File: config.mk
export PLATFORM = sky130hd
export DESIGN_NAME = pwm_common
export DESIGN_NICKNAME = d
export VERILOG_FILES = /design/src/pwm_common_pkg.sv /design/src/pwm_common.sv
export VERILOG_INCLUDE_DIRS = /design/src /design/src/src
export SDC_FILE = /design/constraint.sdc
export NUM_CORES = 1
export LEC_CHECK = 0
export BUFFER_PORTS_ARGS = -buffer_cell sky130_fd_sc_hd__buf_2
export CAP_MARGIN = 10
export CORE_ASPECT_RATIO = 0.6
export CORE_UTILIZATION = 57
export CTS_CLUSTER_SIZE = 8
export DETAILED_ROUTE_END_ITERATION = 10
export HOLD_SLACK_MARGIN = 0.02
export PLACE_DENSITY = 0.9
export SLEW_MARGIN = 5
export SYNTH_ARGS = -nofsm -noshare
export SYNTH_HDL_FRONTEND = slang
export SYNTH_SLANG_ARGS = --single-unit
File: constraint.sdc
create_clock -name clk -period 3.2 [get_ports clk]
set_clock_uncertainty 0.15 [all_clocks]
set_input_delay 0 -clock clk [delete_from_list [all_inputs] [get_ports clk]]
set_output_delay 0 -clock clk [all_outputs]
set_load 0.02 [all_outputs]
File: src/pwm_common_map.svh
// pwm_common_map.svh
// offsets, field positions, reset values and prescaler counts of the shared pwm control core
// assumes an 8-bit special function register space addressed by an 8-bit address
`ifndef PWM_COMMON_MAP_SVH
`define PWM_COMMON_MAP_SVH

// ----------------------------------------------------------------------------
// register offsets
// ----------------------------------------------------------------------------
`define OFS_IRQ_ENABLE_ONE   8'hA9
`define OFS_IRQ_PRIORITY_ONE 8'hB9
`define OFS_CLK_INV_CFG      8'hD1
`define OFS_ENABLE_FLAG_CTRL 8'hD2
`define OFS_PERIOD_HIGH      8'hD3
`define OFS_DUTY_LOW_A       8'hD4

// ----------------------------------------------------------------------------
// field positions
// ----------------------------------------------------------------------------
`define CFG_CLK_SEL_HI   7
`define CFG_CLK_SEL_LO   6
`define CTRL_RUN_BIT     7
`define CTRL_FLAG_BIT    6
`define DTYA_PRD_HI      7
`define DTYA_PRD_LO      6
`define IRQ_PWM_BIT      1
`define IRQ_IMPL_WIDTH   5

// ----------------------------------------------------------------------------
// reset values
// ----------------------------------------------------------------------------
`define RST_BYTE         8'h00
`define RST_IRQ_BITS     5'h00
`define RST_PERIOD       10'h000

// ----------------------------------------------------------------------------
// prescaler terminal counts: fosc/1, /2, /8, /32
// ----------------------------------------------------------------------------
`define PRE_LAST_DIV1    5'h00
`define PRE_LAST_DIV2    5'h01
`define PRE_LAST_DIV8    5'h07
`define PRE_LAST_DIV32   5'h1F

`endif

File: src/pwm_common_pkg.sv
// pwm_common_pkg.sv
// types shared by the pwm control core and its bench
// assumes pwm_common_map.svh is on the include path
package pwm_common_pkg;

  typedef enum logic [1:0] {
    CLK_DIV1,
    CLK_DIV2,
    CLK_DIV8,
    CLK_DIV32
  } clk_sel_t;

  // one register bus request, sampled on the rising edge
  typedef struct packed {
    logic [7:0] addr;
    logic [7:0] wdata;
    logic       wr;
    logic       rd;
  } reg_req_t;

  // whole state of the core
  typedef struct packed {
    logic [7:0] cfg;
    logic [7:0] ctrl;
    logic [7:0] prd_hi;
    logic [7:0] dtya;
    logic [4:0] ie1;
    logic [4:0] ip1;
    logic [9:0] period;
    logic [4:0] pre;
    logic [9:0] cnt;
    logic [7:0] rdata;
    logic [5:0] pin_out;
    logic [5:0] pin_oe;
    logic       tick;
    logic       irq;
    logic       irq_high;
  } core_state_t;

endpackage : pwm_common_pkg

File: src/pwm_common.sv
// pwm_common.sv
// shared control core of a six-channel pwm unit: prescaler, 10-bit period counter,
// output inversion and pin enables, overflow flag and interrupt request
// assumes clk is the high-speed oscillator, register requests and raw channel
// waveforms come from logic on the same clock
//
// The address-and-strobe port is this design's own decision.
`timescale 1ns/1ps
`include "pwm_common_map.svh"

module pwm_common (
  input  wire logic                      clk,            // fosc
  input  wire logic                      reset,          // async, active high
  input  wire pwm_common_pkg::reg_req_t  req,            // register request
  input  wire logic [5:0]                chan_wave,      // raw channel waveforms
  output logic [7:0]                     rdata,          // read data, cycle after read
  output logic [9:0]                     count,          // shared counter value
  output logic                           pwm_tick,       // one pwm clock this cycle
  output logic [5:0]                     pin_out,        // channel pin levels
  output logic [5:0]                     pin_oe,         // channel pin drive enables
  output logic                           irq,            // pwm interrupt request
  output logic                           irq_high        // request at high priority
);

  // --------------------------------------------------------------------------
  // state
  // --------------------------------------------------------------------------
  pwm_common_pkg::core_state_t s_r;
  pwm_common_pkg::core_state_t s_nxt;

  pwm_common_pkg::clk_sel_t    clk_sel;
  logic [4:0]                  pre_last;
  logic                        run;
  logic                        tick;
  logic                        wrap;

  // --------------------------------------------------------------------------
  // next state
  // --------------------------------------------------------------------------
  always_comb begin
    s_nxt = s_r;
    s_nxt.rdata = `RST_BYTE;

    clk_sel = pwm_common_pkg::clk_sel_t'(s_r.cfg[`CFG_CLK_SEL_HI:`CFG_CLK_SEL_LO]);
    unique case (clk_sel)
      pwm_common_pkg::CLK_DIV1: pre_last = `PRE_LAST_DIV1;
      pwm_common_pkg::CLK_DIV2: pre_last = `PRE_LAST_DIV2;
      pwm_common_pkg::CLK_DIV8: pre_last = `PRE_LAST_DIV8;
      pwm_common_pkg::CLK_DIV32: pre_last = `PRE_LAST_DIV32;
    endcase

    // prescaler and counter run regardless of pin enables
    run  = s_r.ctrl[`CTRL_RUN_BIT];
    tick = run && (s_r.pre >= pre_last);
    // >= also catches a period lowered below the running count
    wrap = tick && (s_r.cnt >= s_r.period);

    if (!run) begin
      s_nxt.pre = 5'h00;
      s_nxt.cnt = 10'h000;
    end else if (tick) begin
      s_nxt.pre = 5'h00;
      s_nxt.cnt = wrap ? 10'h000 : s_r.cnt + 10'h001;
    end else begin
      s_nxt.pre = s_r.pre + 5'h01;
    end
    s_nxt.tick = tick;

    // register writes
    if (req.wr) begin
      unique case (req.addr)
        `OFS_IRQ_ENABLE_ONE:   s_nxt.ie1 = req.wdata[`IRQ_IMPL_WIDTH-1:0];
        `OFS_IRQ_PRIORITY_ONE: s_nxt.ip1 = req.wdata[`IRQ_IMPL_WIDTH-1:0];
        `OFS_CLK_INV_CFG:      s_nxt.cfg = req.wdata;
        `OFS_ENABLE_FLAG_CTRL: begin
          s_nxt.ctrl = req.wdata;
          // flag clears on a written zero only; a written one leaves it
          s_nxt.ctrl[`CTRL_FLAG_BIT] = s_r.ctrl[`CTRL_FLAG_BIT] & req.wdata[`CTRL_FLAG_BIT];
        end
        `OFS_PERIOD_HIGH: begin
          s_nxt.prd_hi = req.wdata;
          // high byte write commits, so low bits must already be in place
          s_nxt.period = {req.wdata, s_r.dtya[`DTYA_PRD_HI:`DTYA_PRD_LO]};
        end
        `OFS_DUTY_LOW_A:       s_nxt.dtya = req.wdata;
        default: ;
      endcase
    end

    // a wrap in the clearing cycle still sets the flag
    if (wrap) begin
      s_nxt.ctrl[`CTRL_FLAG_BIT] = 1'b1;
    end

    // register reads, data stand in the next cycle
    if (req.rd) begin
      unique case (req.addr)
        `OFS_IRQ_ENABLE_ONE:   s_nxt.rdata = {3'h0, s_r.ie1};
        `OFS_IRQ_PRIORITY_ONE: s_nxt.rdata = {3'h0, s_r.ip1};
        `OFS_CLK_INV_CFG:      s_nxt.rdata = s_r.cfg;
        `OFS_ENABLE_FLAG_CTRL: s_nxt.rdata = s_r.ctrl;
        `OFS_PERIOD_HIGH:      s_nxt.rdata = s_r.prd_hi;
        `OFS_DUTY_LOW_A:       s_nxt.rdata = s_r.dtya;
        default:               s_nxt.rdata = `RST_BYTE;
      endcase
    end

    // per-channel output stage; enables act independent of run enable
    for (int i = 0; i < 6; i++) begin
      s_nxt.pin_out[i] = chan_wave[i] ^ s_r.cfg[i];
      s_nxt.pin_oe[i]  = s_r.ctrl[i];
    end

    s_nxt.irq      = s_nxt.ctrl[`CTRL_FLAG_BIT] & s_nxt.ie1[`IRQ_PWM_BIT];
    s_nxt.irq_high = s_nxt.irq & s_nxt.ip1[`IRQ_PWM_BIT];
  end

  // --------------------------------------------------------------------------
  // registers
  // --------------------------------------------------------------------------
  always_ff @(posedge clk or posedge reset) begin
    if (reset) begin
      s_r <= '0;
    end else begin
      s_r <= s_nxt;
    end
  end

  assign rdata    = s_r.rdata;
  assign count    = s_r.cnt;
  assign pwm_tick = s_r.tick;
  assign pin_out  = s_r.pin_out;
  assign pin_oe   = s_r.pin_oe;
  assign irq      = s_r.irq;
  assign irq_high = s_r.irq_high;

endmodule : pwm_common

==> metrics.txt <==
outcome completed; Antenna Nets Post-Route 0; maxcap violations 0; f_max between 300 and 400 MHz; Tmin final about 2.6 ns; Avg Inst Size Synth between 10 and 15 um^2; antenna violations before repair 0; Clock Pin Slew Worst Setup and Hold Paths 0.06 ns; Primary FF master, synth dfrtp_1; setup TNS 0 ns; Area after DPL roughly 4400 um^2; starting density of the core approximately three fifths; hold depth 5; total CTS buffers 9; endpoints failing setup 0; CP Capture Type flip-flop; RSZ-0062 raised after global routing no; DR iter-0 viols ~270; Final Hold Fails 0; gr usage total 28.16%; die footprint about 7700 um^2; EDFF count, synth 0; final wirelength 10.41 mm; vias in the first global route around 3100; Clock Path Buffers 2; FILL cells 480; # DRC 0; PortBufs just under 60; Syn Nets 421; Layout Nets ~470; die width 113.0 um; worst-path cell chain or2_2 -> ha_1 -> nor2b_1 -> o21ai_0 -> a31o_2 -> nand2_1 -> o32ai_1; hold path endpoint rdata[6]; CTS tree yes; startpoint types flip-flop; VDD IR max about 230 uV; critical path class flip-flop to flip-flop; Syn Inst Count 378; Seq. cell area 2052 um^2; worst hold path type input pin to flip-flop; Post-synth ARST share 100.0%; Pwr Total 2.387 mW; Die H 68.57 um; global route overflow 0; Required @ worst endpoint ~3.3 ns; layout cells sized above 1 between 30% and 40%; CTS root buf clkbuf_16; via density per instance 6.294; RD Place Congestion 0.8986; flops & latches, synth between 80 and 90; Rows 23; first-pass GRT wire length approximately 16 mm; FF-to-FF setup slack roughly 0.65 ns; DR WL/cell about 20 um; areal power density over the cells between 400 and 500 nW/um^2; Hold Startpoint req[16]; crit path DAT about 2.6 ns; Core Region 6907 um^2; slew margin rel. between 40% and 50%; Synth top area share 48.74%; worst slack, placed just over 0.7 ns; HPWL Detailed about 6.7 mm; 1st-pass router iterations 5; Netlist cell types 50; Resize count post-CTS 0; sequential area share after synthesis a little under 50%; worst reg2reg path startpoint clk_sel[1]; clk_lat worst skew ~0.34 ns; Tcrit/Tclk final approximately four fifths; Critical Path Slowest Stage Cell a31o_2; mapped cell area 4210 um^2; CTS sink cnt 82; IO Pins 59; vias post-DR roughly 3300; antenna cells 0; cell taking the most area after synthesis dfrtp_1; Yosys warnings 0; Layout Utilization between 70% and 80%; Static Leakage 2.339 nW; Multi-input gate area 1804 um^2; Worst Setup Slack, final around 0.65 ns; pin count of the biggest net entering global routing 51; Max stage delay on crit path roughly 0.44 ns; cell area after layout roughly 4900 um^2; fin. max-slew vios 0; R2R Path End count[1]; family with the most delay on the worst path compound AO/OA/AOI/OAI gates; CP Max Fanout 15; Reg2Reg Depth 7; Layout area overhead 15.42%; worst-margin pin slew 0.8641 ns; Synth area leaders dfrtp_1, mux2_2, buf_4, ha_1, nand2_1; Critical path buffers and inverters 0; CTS H-tree depth 3
per-layer routing:
| layer | vias up | global-route usage (%) | wire (um) |
|---|---|---|---|
| met5 | - | 0 | 0 |
| met4 | 0 | 9.539 | 213 |
| met3 | 27 | 8.916 | 1025 |
| met2 | 205 | 45.45 | 4838 |
| met1 | 1623 | 36.84 | 4330 |
| li1 | 1424 | - | - |
state kept, by name, summed over array words and instances, names as in the netlist:
name      count
clk_sel       2
irq           1
rdata         8
s_r          40
irq_high      1
pin_out       6
pin_oe        6
pwm_tick      1
count        10
s_nxt         6
run           1
cells in the mapped netlist, types with 4 or more instances:
| cell type | number |
|---|---|
| nand3_1 | 15 |
| mux2i_1 | 7 |
| nand2_1 | 28 |
| nor2_1 | 16 |
| a22oi_1 | 8 |
| xor2_1 | 8 |
| ha_1 | 17 |
| nand4_1 | 8 |
| a21boi_0 | 4 |
| mux2_2 | 43 |
| dfrtp_1 | 82 |
| buf_4 | 31 |
| a21oi_1 | 9 |
| inv_1 | 21 |
| o21ai_0 | 9 |
| clkbuf_1 | 6 |
| nor3_1 | 7 |
| o221ai_1 | 6 |
| a22o_1 | 4 |
where the power goes:
part,switching [mW],internal (mW)
clock network,0.440,0.610
logic,0.143,0.0907
registers,0.0287,1.07
repair_timing:
action / in CTS / in global routing
buffers inserted: 0 / 0
hold buffers: 20 / 0
endpoints found under the hold margin: 105 / 0
cell type report:
| cell class | count | share of cell area, % |
|---|---|---|
| well taps | 87 | 2.240 |
| repair buffers | 81 | 10.56 |
| clock inverters | 7 | 1.571 |
| flip-flops and latches | 82 | 42.22 |
| multi-input cells | 234 | 37.13 |
| clock buffers | 9 | 4.634 |
| inverters | 21 | 1.648 |
worst min-delay path, cell delays in order:
cell,delay (ns)
buf_2,0.10
nand4b_1,0.10
nor2_2,0.13
nand2_1,0.14
nor2_1,0.05
worst max-delay path by stage:
| stage | cells past startpoint | end | from |
|---|---|---|---|
| after floorplan | 1 | clk_sel[0] | reset |
| after global placement | 7 | count[1] | clk_sel[1] |
| after detailed placement | 7 | count[1] | clk_sel[1] |
| after CTS | 7 | count[1] | clk_sel[1] |
| after global routing | 7 | count[1] | clk_sel[1] |
| final | 7 | count[1] | clk_sel[1] |
cells in the final DEF, fill, tap and decap left out, types with 6 or more instances in the layout:
cell / count
nor2_1: 16
o21ai_0: 9
clkbuf_16: 9
mux2i_1: 7
inv_1: 20
mux2_2: 43
a21oi_1: 9
buf_2: 58
ha_1: 17
dfrtp_1: 82
a22oi_1: 8
nand4_1: 8
xor2_1: 8
nor3_1: 7
o221ai_1: 6
nand3_1: 15
nand2_1: 28
dlygate4sd3_1: 20
stage by stage:
step	hold slack [ns]	std cells
floorplan	-0.06290	378
global placement	0.03071	485
detailed placement	0.03409	485
CTS	0.04714	521
global route	0.08355	521
finish	0.08401	521
cell families after synthesis:
| logic type | synth area share [%] |
|---|---|
| buffers and inverters | 8.410 |
| flip-flops | 48.74 |
| adder cells (fa/ha/maj) | 5.052 |
| XOR/XNOR | 1.872 |
| AND/OR/NAND/NOR | 13.31 |
| AO/OA/AOI/OAI | 9.183 |
| multiplexers | 13.43 |
No activity file was read; power rests on OpenSTA's default activity.
